<file path="config.mk">
export PLATFORM = sky130hd
export DESIGN_NAME = scb_capture
export DESIGN_NICKNAME = d
export VERILOG_FILES = /design/src/verilog/scb_pkg.sv /design/src/verilog/scb_scan_counter.sv /design/src/verilog/scb_capture.sv
export SDC_FILE = /design/constraint.sdc
export NUM_CORES = 1
export LEC_CHECK = 0
export BUFFER_PORTS_ARGS = -buffer_cell sky130_fd_sc_hd__buf_2
export CAP_MARGIN = 10
export CELL_PAD_IN_SITES_DETAIL_PLACEMENT = 0
export CELL_PAD_IN_SITES_GLOBAL_PLACEMENT = 1
export CORE_MARGIN = 10
export CORE_UTILIZATION = 40
export DETAILED_ROUTE_END_ITERATION = 6
export GPL_ROUTABILITY_DRIVEN = 0
export GPL_TIMING_DRIVEN = 0
export PLACE_DENSITY_LB_ADDON = 0.1
export SYNTH_ARGS = -nofsm -noshare
export SYNTH_HDL_FRONTEND = slang
export SYNTH_HIERARCHICAL = 1
export SYNTH_SLANG_ARGS = --single-unit
</file>
<file path="constraint.sdc">
create_clock -name CLK_SYS -period 2.9 [get_ports CLK_SYS]
set_input_delay 0.29 -clock CLK_SYS [delete_from_list [all_inputs] [get_ports CLK_SYS]]
set_output_delay 0.29 -clock CLK_SYS [all_outputs]
set_load 0.02 [all_outputs]
</file>
<file path="src/verilog/scb_pkg.sv">
// Package: constants and types for the scan capture buffer and scan-length counter
// Behaviour
// - Terminal count closes a partial byte and switches register; unshifted bits are dropped.
// - Incoming data is double-buffered in two 8-bit registers as a FIFO.
// - Returning test data is sampled on the rising test clock edge.
// - Capture read completes only when not empty and compactor off.
// - Capture writes are accepted only in compactor mode.
// - Shift only with capture enabled, clocking permitted and, outside compactor mode, buffer not full.
// - Capture switches register after eight bits are shifted in.
// - Capture also switches register on enabled counter terminal count, if the byte already holds or takes a bit.
// - New bits enter at the MSB and move toward bit zero.
// - Capture buffer can act as a 16-bit serial signature compactor.
// - Compactor seeded by two writes, most significant byte first.
// - Seed writes accepted any time in compactor mode; shifting waits until both bytes loaded.
// - Leaving compactor mode makes buffer full; MSB byte is read first.
// - Two-bit loop-back field selects the capture input source.
// - Loop-back does not stop clocking or outgoing shifting.
// - Counter is 32-bit down-counter of four bytes, loadable when disabled.
// - Counter loads by four writes, LSB first; other writes restart sequencing.
// - Counter cleared at terminal count and hard reset, not soft reset.
// - All four counter bytes are readable live, without a shadow copy.
// - Single step decrements for exactly one cycle; no shift clocking.
// - Counter saturates at zero instead of wrapping.
// - Outgoing data changes a half cycle before capture samples it.
package scb_pkg;
  localparam logic [3:0]  ADR_CAPTURE  = 4'h0;
  localparam logic [3:0]  ADR_MODE_ONE = 4'h1;
  localparam logic [3:0]  ADR_MODE_TWO = 4'h2;
  localparam logic [3:0]  ADR_STATUS   = 4'h3;
  localparam logic [3:0]  ADR_CNT_B0   = 4'h4;
  localparam logic [3:0]  ADR_CNT_B1   = 4'h5;
  localparam logic [3:0]  ADR_CNT_B2   = 4'h6;
  localparam logic [3:0]  ADR_CNT_B3   = 4'h7;
  localparam int          M1_CAP_EN    = 2;
  localparam int          M1_SSC_EN    = 3;
  localparam int          M1_CNT_EN    = 4;
  localparam int          M2_STEP      = 0;
  localparam int          M2_SOFT_RST  = 1;
  localparam logic [7:0]  MODE_ONE_RST = 8'h00;
  localparam logic [7:0]  MODE_TWO_RST = 8'h00;
  localparam logic [2:0]  LAST_BIT     = 3'h7;
  localparam logic [15:0] SSC_POLY     = 16'h1021;
  localparam logic [31:0] CNT_RST      = 32'h0000_0000;
  typedef enum logic [1:0] {
    SCB_LB_EXT  = 2'h0,
    SCB_LB_MSA  = 2'h1,
    SCB_LB_MSB  = 2'h2,
    SCB_LB_DATA = 2'h3
  } scb_loop_t;
  typedef enum logic [2:0] {
    SCB_SEED_HI   = 3'b001,
    SCB_SEED_LO   = 3'b010,
    SCB_SEED_DONE = 3'b100
  } scb_seed_t;
endpackage : scb_pkg

</file>
<file path="src/verilog/scb_scan_counter.sv">
// Scan-length counter: 32-bit saturating down-counter with byte-wise loading
`timescale 1ns/1ps
`default_nettype none
module scb_scan_counter
  import scb_pkg::*;
(
  input  wire logic        clk,
  input  wire logic        rst,
  input  wire logic        load,
  input  wire logic        seq_clr,
  input  wire logic [7:0]  data,
  input  wire logic        dec,
  output logic      [31:0] count,
  output logic             tc
);
  logic [1:0] lane;

  // Last decrement: the count lands on zero, which is its cleared state
  assign tc = dec && (count == 32'h0000_0001);

  always_ff @(posedge clk) begin
    if (rst || seq_clr) begin
      lane <= 2'h0;
    end else if (load) begin
      lane <= lane + 2'h1;
    end
  end

  always_ff @(posedge clk) begin
    if (rst) begin
      count <= CNT_RST;
    end else if (load) begin
      count[lane*8 +: 8] <= data;
    end else if (dec && count != 32'h0000_0000) begin
      count <= count - 32'h0000_0001;
    end
  end
endmodule : scb_scan_counter
`default_nettype wire

</file>
<file path="src/verilog/scb_capture.sv">
// Capture buffer, signature compactor and loop-back input for the scan test bus master
`timescale 1ns/1ps
`default_nettype none
module scb_capture
  import scb_pkg::*;
(
  input  wire logic       CLK_SYS,
  input  wire logic       RESET,
  input  wire logic [3:0] ADDR,
  input  wire logic [7:0] WDATA,
  input  wire logic       WR,
  input  wire logic       RD,
  output logic      [7:0] RDATA,
  input  wire logic       TDI,
  input  wire logic       TCK,
  input  wire logic       TCK_PERMIT,
  input  wire logic       TMS_A_OUT,
  input  wire logic       TMS_B_OUT,
  input  wire logic       TDO_OUT,
  output logic            CAPTURE_FULL,
  output logic            CAPTURE_EMPTY,
  output logic            TERM_COUNT
);
  logic [7:0]  mode_one;
  logic [7:0]  mode_two;
  logic        soft_rst;
  logic        step_pulse;
  logic        step_prev;
  logic [2:0]  tdi_sync;
  logic [2:0]  tck_sync;
  logic        tck_rise;
  logic        din;
  logic        cap_en;
  logic        ssc_on;
  logic        ssc_prev;
  logic        ssc_rise;
  logic        ssc_fall;
  scb_seed_t   seed_state;
  scb_seed_t   next_seed;
  logic        seed_wr;
  logic [7:0]  cap_reg [2];
  logic [1:0]  valid;
  logic        wsel;
  logic        rsel;
  logic [2:0]  bit_cnt;
  logic        full;
  logic        empty;
  logic        cap_shift;
  logic        byte_done;
  logic        rd_ok;
  logic        ctr_dec;
  logic        ctr_tc;
  logic        ctr_load;
  logic        ctr_seq_clr;
  logic [31:0] ctr_count;
  logic [15:0] sig;
  logic [15:0] next_sig;
  logic [7:0]  next_rdata;

  // Compactor step: shift left, fold incoming bit with the MSB into the taps
  function automatic logic [15:0] ssc_step(input logic [15:0] s, input logic b);
    logic fb;
    fb = s[15] ^ b;
    ssc_step = {s[14:0], 1'b0} ^ (fb ? SSC_POLY : 16'h0000);
  endfunction : ssc_step

  // Pins from the scan chain pass two flops; the third only feeds edge detection
  always_ff @(posedge CLK_SYS) begin
    if (RESET) begin
      tdi_sync <= 3'h7;
      tck_sync <= 3'h0;
    end else begin
      tdi_sync <= {tdi_sync[1:0], TDI};
      tck_sync <= {tck_sync[1:0], TCK};
    end
  end

  assign tck_rise = tck_sync[1] && !tck_sync[2];

  // Outgoing shifters settle on the falling edge, so same-clock sampling is safe
  always_comb begin
    unique case (scb_loop_t'(mode_one[1:0]))
      SCB_LB_EXT:  din = tdi_sync[1];
      SCB_LB_MSA:  din = TMS_A_OUT;
      SCB_LB_MSB:  din = TMS_B_OUT;
      SCB_LB_DATA: din = TDO_OUT;
    endcase
  end

  assign cap_en   = mode_one[M1_CAP_EN];
  assign ssc_on   = mode_one[M1_SSC_EN];
  assign ssc_rise = ssc_on && !ssc_prev;
  assign ssc_fall = !ssc_on && ssc_prev;

  // Mode registers; soft reset bit self-clears and never reaches the counter
  always_ff @(posedge CLK_SYS) begin
    if (RESET) begin
      mode_one <= MODE_ONE_RST;
    end else if (WR && ADDR == ADR_MODE_ONE) begin
      mode_one <= WDATA;
    end
  end

  always_ff @(posedge CLK_SYS) begin
    if (RESET) begin
      mode_two <= MODE_TWO_RST;
    end else if (WR && ADDR == ADR_MODE_TWO) begin
      mode_two <= WDATA;
    end else begin
      mode_two[M2_SOFT_RST] <= 1'b0;
    end
  end

  assign soft_rst = mode_two[M2_SOFT_RST];

  always_ff @(posedge CLK_SYS) begin
    if (RESET) begin
      ssc_prev  <= 1'b0;
      step_prev <= 1'b0;
    end else begin
      ssc_prev  <= ssc_on;
      step_prev <= mode_two[M2_STEP];
    end
  end

  // One decrement when the step bit rises; held bit keeps shifting off
  assign step_pulse = mode_two[M2_STEP] && !step_prev;

  // Loop-back never gates the clock permit, so outgoing shifting goes on
  assign ctr_dec = (mode_one[M1_CNT_EN] && tck_rise && TCK_PERMIT
                    && !mode_two[M2_STEP]) || step_pulse;

  assign ctr_load    = WR && ADDR == ADR_CNT_B0;
  assign ctr_seq_clr = WR && ADDR != ADR_CNT_B0;

  scb_scan_counter u_counter (
    .clk     (CLK_SYS),
    .rst     (RESET),
    .load    (ctr_load),
    .seq_clr (ctr_seq_clr),
    .data    (WDATA),
    .dec     (ctr_dec),
    .count   (ctr_count),
    .tc      (ctr_tc)
  );

  assign TERM_COUNT = ctr_tc && mode_one[M1_CNT_EN];

  assign full  = valid[wsel];
  assign empty = !valid[rsel];

  always_comb begin
    if (ssc_on) begin
      cap_shift = cap_en && tck_rise && TCK_PERMIT && !mode_two[M2_STEP]
                  && seed_state == SCB_SEED_DONE;
    end else begin
      cap_shift = cap_en && !full && tck_rise && TCK_PERMIT
                  && !mode_two[M2_STEP];
    end
  end

  // A switch on terminal count with no bits taken would hand over an empty byte
  assign byte_done = !ssc_on && ((cap_shift && bit_cnt == LAST_BIT)
                     || (TERM_COUNT && (cap_shift || bit_cnt != 3'h0)));

  assign rd_ok   = RD && ADDR == ADR_CAPTURE && !empty && !ssc_on;
  assign seed_wr = WR && ADDR == ADR_CAPTURE && ssc_on;

  always_comb begin
    next_seed = seed_state;
    if (seed_wr) begin
      unique case (seed_state)
        SCB_SEED_HI:   next_seed = SCB_SEED_LO;
        SCB_SEED_LO:   next_seed = SCB_SEED_DONE;
        SCB_SEED_DONE: next_seed = SCB_SEED_LO;
      endcase
    end
  end

  always_ff @(posedge CLK_SYS) begin
    if (RESET || soft_rst || ssc_rise) begin
      seed_state <= SCB_SEED_HI;
    end else begin
      seed_state <= next_seed;
    end
  end

  assign sig      = {cap_reg[1], cap_reg[0]};
  assign next_sig = ssc_step(sig, din);

  // A rewrite after seeding counts as a fresh high byte
  always_ff @(posedge CLK_SYS) begin
    if (RESET) begin
      cap_reg[0] <= 8'h00;
      cap_reg[1] <= 8'h00;
    end else if (ssc_on) begin
      if (seed_wr) begin
        cap_reg[seed_state == SCB_SEED_LO ? 1'b0 : 1'b1] <= WDATA;
      end else if (cap_shift) begin
        cap_reg[1] <= next_sig[15:8];
        cap_reg[0] <= next_sig[7:0];
      end
    end else if (cap_shift) begin
      cap_reg[wsel] <= {din, cap_reg[wsel][7:1]};
    end
  end

  always_ff @(posedge CLK_SYS) begin
    if (RESET || soft_rst) begin
      bit_cnt <= 3'h0;
    end else if (byte_done || ssc_fall) begin
      bit_cnt <= 3'h0;
    end else if (cap_shift && !ssc_on) begin
      bit_cnt <= bit_cnt + 3'h1;
    end
  end

  // Two-entry FIFO: a filled byte and a drained byte never share an index
  always_ff @(posedge CLK_SYS) begin
    if (RESET || soft_rst) begin
      valid <= 2'b00;
      wsel  <= 1'b0;
      rsel  <= 1'b0;
    end else if (ssc_fall) begin
      valid <= 2'b11;
      wsel  <= 1'b0;
      rsel  <= 1'b1;
    end else begin
      if (byte_done) begin
        valid[wsel] <= 1'b1;
        wsel        <= !wsel;
      end
      if (rd_ok) begin
        valid[rsel] <= 1'b0;
        rsel        <= !rsel;
      end
    end
  end

  // Counter bytes read live; a read can see a byte mid-count
  always_comb begin
    next_rdata = 8'h00;
    if (RD) begin
      unique case (ADDR)
        ADR_CAPTURE:  next_rdata = rd_ok ? cap_reg[rsel] : 8'h00;
        ADR_MODE_ONE: next_rdata = mode_one;
        ADR_MODE_TWO: next_rdata = mode_two;
        ADR_STATUS:   next_rdata = {3'h0, ctr_count == 32'h0,
                                    seed_state == SCB_SEED_DONE, ssc_on, full, empty};
        ADR_CNT_B0:   next_rdata = ctr_count[7:0];
        ADR_CNT_B1:   next_rdata = ctr_count[15:8];
        ADR_CNT_B2:   next_rdata = ctr_count[23:16];
        ADR_CNT_B3:   next_rdata = ctr_count[31:24];
        default:      next_rdata = 8'h00;
      endcase
    end
  end

  always_ff @(posedge CLK_SYS) begin
    if (RESET) begin
      RDATA <= 8'h00;
    end else begin
      RDATA <= next_rdata;
    end
  end

  assign CAPTURE_FULL  = full && !ssc_on;
  assign CAPTURE_EMPTY = empty || ssc_on;
endmodule : scb_capture
`default_nettype wire

</file>
; ---- After elaboration in Yosys (flattened, before gate mapping)
; Memory sizes are Yosys's and may differ from the RTL's. A register that Yosys moved wholly into a read port is not among the register bits.
; Cells that the tools add are included.
[word_totals]
ram_bits = 16
reg_bits = 75
n_memories = 1
output_inout_bits = 11
[memory_table]
columns = name, depth, width, rd, rd_clocked_by_memory_dff, write_ports, line_no
row1 = cap_reg, 2, 8, 4, 2, 2, scb_capture.sv:41  ; logic [7:0] cap_reg [2];
[classes]
shift = 2
add_sub_neg = 4
eq_ne = 16
reduce_logical = 65
bitwise_logic = 9
mux = 51
n_lt_le_gt_ge = 4
[ops]
columns = op, n
row1 = $mux 32, 2
row2 = $pmux 8 s8, 1
row3 = $mux 8, 5
row4 = $logic_and 1x1->1, 34
row5 = $neg 5->34, 1
row6 = $shift 8x34->32 const A, 1
row7 = $shiftx 8x34->32, 1
row8 = $bwmux 32, 1
row9 = $eq 32x1->1 const B, 1
row10 = $logic_not 32->1, 1
row11 = $mux 1, 32
row12 = $reduce_bool 32->1, 1
row13 = $sub 32x1->32 const B, 1
row14 = $eq 4x3->1 const B, 4
row15 = $reduce_or 8->1, 2
row16 = $xor 16x13->16, 1
row17 = $mux 13, 1
row18 = $mux 2, 5
row19 = $reduce_or 2->1, 5
row20 = $logic_not 1->1, 9
row21 = $eq 4x2->1 const B, 2
row22 = $logic_or 1x1->1, 8
row23 = $eq 3x3->1 const B, 2
row24 = $pmux 3 s2, 1
row25 = other kinds (22), 29

; ---- Depth between registers and ports, before layout
; Gate-level depths: netlist (run 1).
[logic_depth]
ltp_word = 18
ltp_mapped = 11
ltp_nobuf = 9

; ---- Modules after synthesis
; The synthesis (run 1) kept the hierarchy.
[by_module_without_submodules]
columns = mod, area_each_um2, n_inst, cells_each
row1 = scb_capture, 3404.5, 1, 360
row2 = scb_scan_counter, 2478.6, 1, 323

; ---- Worst setup path before layout (run 1)
; OpenSTA, ideal clock, no wires.
[synth_timing]
path_type = input port to flip-flop
startpoint = input ADDR[0]
endpoint = register u_counter.count[18]
t_required_ps = 2805
path_stages = 10
t_arrival_ps = 2718
setup_ps = 95
setup_slack_ps = 87
cell_sequence = clkbuf_1 > clkbuf_1 > nor2_1 > and3_1 > clkbuf_1 > nand2_1 > nor4b_1 > and2_1 > nor3_1 > a221oi_1
[synth_via]
elab_chain_cells = 3
[synth_rtl]
columns = item, line_no
row1 = start: declaration, scb_capture.sv:9  ; input wire logic [3:0] ADDR,
row2 = $eq 4x3->1 (*), scb_capture.sv:133  ; assign ctr_load = WR && ADDR == ADR_CNT_B0;
row3 = $logic_and 1x1->1 (*), scb_capture.sv:133
row4 = net ctr_load, scb_capture.sv:53  ; logic ctr_load;
row5 = $mux 32 / $reduce_bool 2->1 (equally long branches), n/a
row6 = end signal: indexed assignment, scb_scan_counter.sv:33  ; count[lane*8 +: 8] <= data;
row7 = end signal: assignment, scb_scan_counter.sv:35  ; count <= count - 32'h0000_0001;
row8 = end: declaration, scb_scan_counter.sv:13  ; output logic [31:0] count,
; The timed path passes the listed nets; every way through them passes the cells marked *.
; A chain may end at the register's enable or synchronous reset.

; ---- Worst setup path after layout (run 1)
[layout_timing]
startpoint = register u_counter.count[5]
endpoint = output TERM_COUNT
[layout_via]
elab_chain_cells = 3
[layout_rtl]
columns = item, line_no
row1 = $eq 32x1->1, scb_scan_counter.sv:19  ; assign tc = dec && (count == 32'h0000_0001);
row2 = $logic_and 1x1->1, scb_scan_counter.sv:19
row3 = net ctr_tc, scb_capture.sv:52  ; logic ctr_tc;
row4 = $logic_and 1x1->1, scb_capture.sv:147  ; assign TERM_COUNT = ctr_tc && mode_one[M1_CNT_EN];
row5 = end: declaration, scb_capture.sv:22  ; output logic TERM_COUNT
; The timed path passes the listed nets, and every way through them passes these cells.

==> reports/qor.csv, run 1 <==
metric,value,unit
outcome,finished clean,
p_per_area,477,nW/um^2
start_util,0.406,
ys.warnings.count,6,
critPathSlowestCell,or4_1,
cp_cell_sequence,or4_1 > buf_4 > or2_1 > clkbuf_4 > nor4_4 > buf_4 > nand2_1 > inv_1 > buf_4,
ctsHoldBuffers,0,
clk_pin_slew,70,ps
ys_async_sr_fraction,0,
route.detailed.drc,0,
cp_slowest_stage_delay,510,ps
fin_nets,762,
layout-drive-gt1-share,0.162,
largest_register_ff_count,32,
grt_pass1_vias,5694,
syn-num-nets,715,
antenna_cells,0,
worst-slew-pin-transition,807,ps
overflow,0,
critPathCaptureType,output port,
cts_made_buffers,9,
cpMostUsedCell,buf_4,
totalWireLength,22100,microns
dr.pass1.iters,6,
fin_crit_sh,0.954,
htreeDepth,3,
power,3.26,mW
pin_count,33,
synth_seq_cells,93,
crit_fanout,9,
core,14500,sq um
synthFlopType,dfxtp_1,
floorplan.die_area,20000,sq um
ir_worst_vdd,0.273,mV
power_leakage,2.49,nW
avgSynthCellArea,8.61,sq um
dieWidth,141,microns
required,2610,ps
grt_pass1_wl,33800,microns
syn_to_final_growth,16.1,%
syn-instance-count,683,
start_kind,flop,
cts-root-buf,clkbuf_16,
drt-initial-drc-count,834,
worstPathArrival,2480,ps
fmax,0.361,GHz
cts_tree,done,
cap_violations,0,
avgRoutedWirePerCell,24.0,microns
placed_cell_area,6280,sq um
rsz0062_at_grt,false,
cts_buffer_depth,2,
grt_max_degree,15,
portBuffers,29,
yosys.cell_types.count,74,
drt-vias-per-instance,6.51,
clock-sinks,93,
seq_area_frac_synth,0.344,
max-slew-margin-rel,0.457,
period_needed,2770,ps
synth_edf_count,16,
worstSkewPairLatency,350,ps
setup_viol_count_final,0,
num_vias,5987,
crit_type,flop to output port,
design_area,6830,sq um
slew_violations,0,
hold_path_class,input port to flop,
die_height,141,microns
grtUsageTotal,0.215,
skew,8.29,ps
hpwl,16200,microns
syn_area,5880,sq um
ant_nets,0,
antenna_found_initial,0,
hold_viol_final,0,
floorplan.rows,44,
-- path summary, 6_finish.rpt --
path                                         start             endpoint  slack [ps]  cells past startpoint
worst max-delay path            u_counter/count[5]           TERM_COUNT         130                      9
worst min-delay path                           TDI          tdi_sync[0]         120                      2
worst max register to register  u_counter/count[5]  u_counter/count[19]         140                      7
worst min register to register         tdi_sync[0]          tdi_sync[1]         430                      1
-- cell type report --
| class | instances | area (sq um) |
|---|---|---|
| Tap cell | 184 | 230 |
| Multi-Input combinational cell | 525 | 3760 |
| Clock buffer | 12 | 246 |
| Sequential cell | 93 | 2030 |
| Fill cell | 1414 | 7650 |
| Clock inverter | 4 | 71.3 |
| Buffer | 44 | 208 |
| Inverter | 19 | 71.3 |
| Timing Repair Buffer | 38 | 215 |
-- cell usage in the layout (no fill, tap or decap), drive strengths merged, types with 12 or more instances in the layout --
cell and n:
a211oi 14, a31oi 23, buf 48, clkbuf 46
dfxtp 77, edfxtp 16, inv 19, mux2i 37
nand2 58, nand3 24, nor2 55, nor2b 18
nor3 27, nor4 27, o211ai 12, o21ai 23
or4 13
-- where the power goes --
part	internal, mW	switching [mW]
registers	1.33	0.0297
clock network	0.778	0.531
logic	0.193	0.394
total	2.30	0.954
-- per-stage QoR --
stage                     hold slack (ps)  std cells  TNS (ps)   util  setup slack [ps]
final                                 123        919         0  0.472               133
after global routing                  132        919         0  0.472              1.98
after CTS                             119        913         0  0.461              15.6
after detailed placement              410        896    -14430  0.434             -1050
after global placement                400        896    -25570  0.432             -1080
after floorplan                       389        683         0      -              86.6
-- worst max-delay path: cells and delay by family (launching register included) --
family	cells	cell delay (ps)
and+or+nand+nor	4	970
buffers and inverters	5	760
DFF	1	380
-- cell usage after synthesis, drive strengths merged, types with 12 or more instances --
master / n / share of area
dfxtp: 77 / 0.26
nand2: 58 / 0.037
nor2: 55 / 0.035
mux2i: 37 / 0.063
clkbuf: 34 / 0.022
nor3: 27 / 0.023
nor4: 27 / 0.032
nand3: 24 / 0.020
a31oi: 23 / 0.024
o21ai: 23 / 0.020
inv: 19 / 0.012
nor2b: 18 / 0.019
edfxtp: 16 / 0.082
a211oi: 14 / 0.018
or4: 13 / 0.018
buf: 12 / 0.013
o211ai: 12 / 0.015
-- cell families (layout without fill, tap and decap cells) --
family | after synthesis | count (layout) | synth area share
adder cells (fa/ha/maj) | 10 | 10 | 0.0213
multiplexers | 45 | 45 | 0.0827
XOR/XNOR | 11 | 11 | 0.0164
AO/OA/AOI/OAI | 166 | 166 | 0.217
flip-flops | 93 | 93 | 0.344
buffers and inverters | 65 | 117 | 0.0468
AND/OR/NAND/NOR | 293 | 293 | 0.272
-- repair_timing --
item,CTS,global route
setup buffers,2,7
pin swaps,2,3
gates resized for setup,12,28
setup endpoints to repair,39,32
-- layer usage --
metal	share of wire	GRT usage	vias to the layer above	wire length (microns)
li1	-	-	2733	-
met3	0.076	0.0350	64	1670
met1	0.43	0.283	2876	9460
met5	0	0	-	0
met4	0.043	0.109	0	958
met2	0.45	0.331	314	10000
Note: power is estimated with default switching activity, not from simulation.
==> run 2: changes to the inputs <==
GPL_TIMING_DRIVEN = not set   (was 0)
==> reports/qor.csv, run 2 (synthesis results as in run 1) <==
metric,value,unit,change
outcome,finished clean,,unchanged
cts_tree,done,,unchanged
slew_violations,0,,unchanged
grt_pass1_wl,33800,microns,about the same
drt-initial-drc-count,724,,was 834
crit_type,flop to output port,,unchanged
p_per_area,458,nW/um^2,was 477 nW/um^2
required,2610,ps,about the same
route.detailed.drc,0,,unchanged
overflow,0,,unchanged
critPathSlowestCell,nor4_1,,was or4_1
fin_util,0.469,,was 0.472
fin_nets,765,,was 762
core,14500,sq um,unchanged
cts_made_buffers,9,,unchanged
skew,12.2,ps,was 8.29 ps
pin_count,33,,unchanged
critPathCaptureType,output port,,unchanged
grtUsageTotal,0.213,,was 0.215
cp_slowest_stage_delay,530,ps,was 510 ps
start_kind,flop,,unchanged
antenna_cells,0,,unchanged
cpMostUsedCell,buf_4,,unchanged
crit_fanout,8,,was 9
hpwl,15700,microns,was 16200 microns
num_vias,5994,,was 5987
hold_viol_final,0,,unchanged
power_leakage,2.57,nW,was 2.49 nW
fin_crit_sh,0.961,,was 0.954
cts_setup_buffers,0,,was 2
max-slew-margin-rel,0.525,,was 0.457
cts-root-buf,clkbuf_16,,unchanged
ir_worst_vdd,0.277,mV,was 0.273 mV
fmax,0.359,GHz,was 0.361 GHz
clk_pin_slew,70,ps,about the same
final_common_cell,dfxtp_1,,unchanged
cts_buffer_depth,2,,unchanged
hold_path_class,input port to flop,,unchanged
grt_max_degree,27,,was 15
antenna_found_initial,1,,was 0
floorplan.die_area,20000,sq um,unchanged
avgRoutedWirePerCell,23.4,microns,was 24.0 microns
ctsHoldBuffers,0,,unchanged
worstPathArrival,2500,ps,was 2480 ps
syn_to_final_growth,15.4,%,was 16.1%
period_needed,2790,ps,was 2770 ps
clock-sinks,93,,unchanged
worst-slew-pin-transition,706,ps,was 807 ps
cap_violations,0,,unchanged
floorplan.rows,44,,unchanged
rsz0062_at_grt,false,,unchanged
dr.pass1.iters,5,,was 6
ctsResizeCount,1,,was 12
start_util,0.406,,unchanged
cp_cell_sequence,nor4_1 > nand4_1 > nor4_2 > buf_4 > nand2_1 > buf_4 > inv_1 > buf_2,,was or4_1 > buf_4 > or2_1 > clkbuf_4 > nor4_4 > buf_4 > nand2_1 > inv_1 > buf_4
portBuffers,32,,was 29
ant_nets,0,,unchanged
totalWireLength,21600,microns,was 22100 microns
die_height,141,microns,unchanged
drt-vias-per-instance,6.50,,was 6.51
layout-drive-gt1-share,0.186,,was 0.162
setup-tns-final,0,ps,unchanged
dieWidth,141,microns,unchanged
largest_register_ff_count,32,,unchanged
worstSkewPairLatency,360,ps,was 350 ps
htreeDepth,3,,unchanged
layout_common_cells,"dfxtp_1 (76), nand2_1 (58), nor2_1 (55), buf_4 (52), mux2i_1 (37)",,"was dfxtp_1 (75), nand2_1 (58), nor2_1 (54), mux2i_1 (37), buf_2 (33)"
setup_viol_count_final,0,,unchanged
grt_pass1_vias,5721,,was 5694
==> run 2: cell types whose count changed in the layout (fill, tap and decap cells not counted), moves of 3 or more <==
cell,previous run,this run
buf_4,11,52
clkbuf_2,5,0
nor4_4,6,1
nor4_1,16,23
clkbuf_1,30,1
buf_6,3,0
==> run 2: metrics by stage <==
stage	power, mW	cell area [sq um]	setup WS (ps)	std cells	hold slack, ps
after floorplan	1.74	5880	86.6	683	389
after global placement	1.97	6490	149	906	402
after detailed placement	1.96	6490	113	906	409
after CTS	3.12	6780	19.6	922	108
after global routing	3.23	6790	0.639	922	118
final	3.11	6790	113	922	116
==> run 2: worst max-delay path: cells and delay by family, from the launching register on <==
family        cells  cell delay [ps]
buf+inv           4              520
simple gates      4             1200
flops             1              410
==> run 2: final timing paths <==
kind,slack [ps],endpoint,cells after the start,startpoint
setup / recovery,110,TERM_COUNT,8,u_counter/count[10]
hold / removal,120,tdi_sync[0],2,TDI
setup reg to reg,190,u_counter/count[19],6,u_counter/count[10]
hold reg to reg,430,tdi_sync[1],1,tdi_sync[0]
==> run 2: layout make-up <==
| class | count | area, sq um |
|---|---|---|
| Sequential cell | 93 | 2020 |
| Inverter | 19 | 71.3 |
| Fill cell | 1461 | 7690 |
| Clock buffer | 11 | 243 |
| Tap cell | 184 | 230 |
| Clock inverter | 5 | 42.5 |
| Multi-Input combinational cell | 525 | 3610 |
| Timing Repair Buffer | 85 | 571 |
==> run 2: power breakdown <==
group	switching (mW)	internal (mW)	total, mW
Clock	0.537	0.614	1.15
Combinational	0.386	0.214	0.601
Sequential	0.0249	1.33	1.36
Total	0.949	2.16	3.11
==> run 2: routing by layer <==
layer  wire, microns  GRT usage
met2            9830      0.339
met5               0          0
met1            9520      0.277
met3            1600     0.0487
met4             666     0.0707
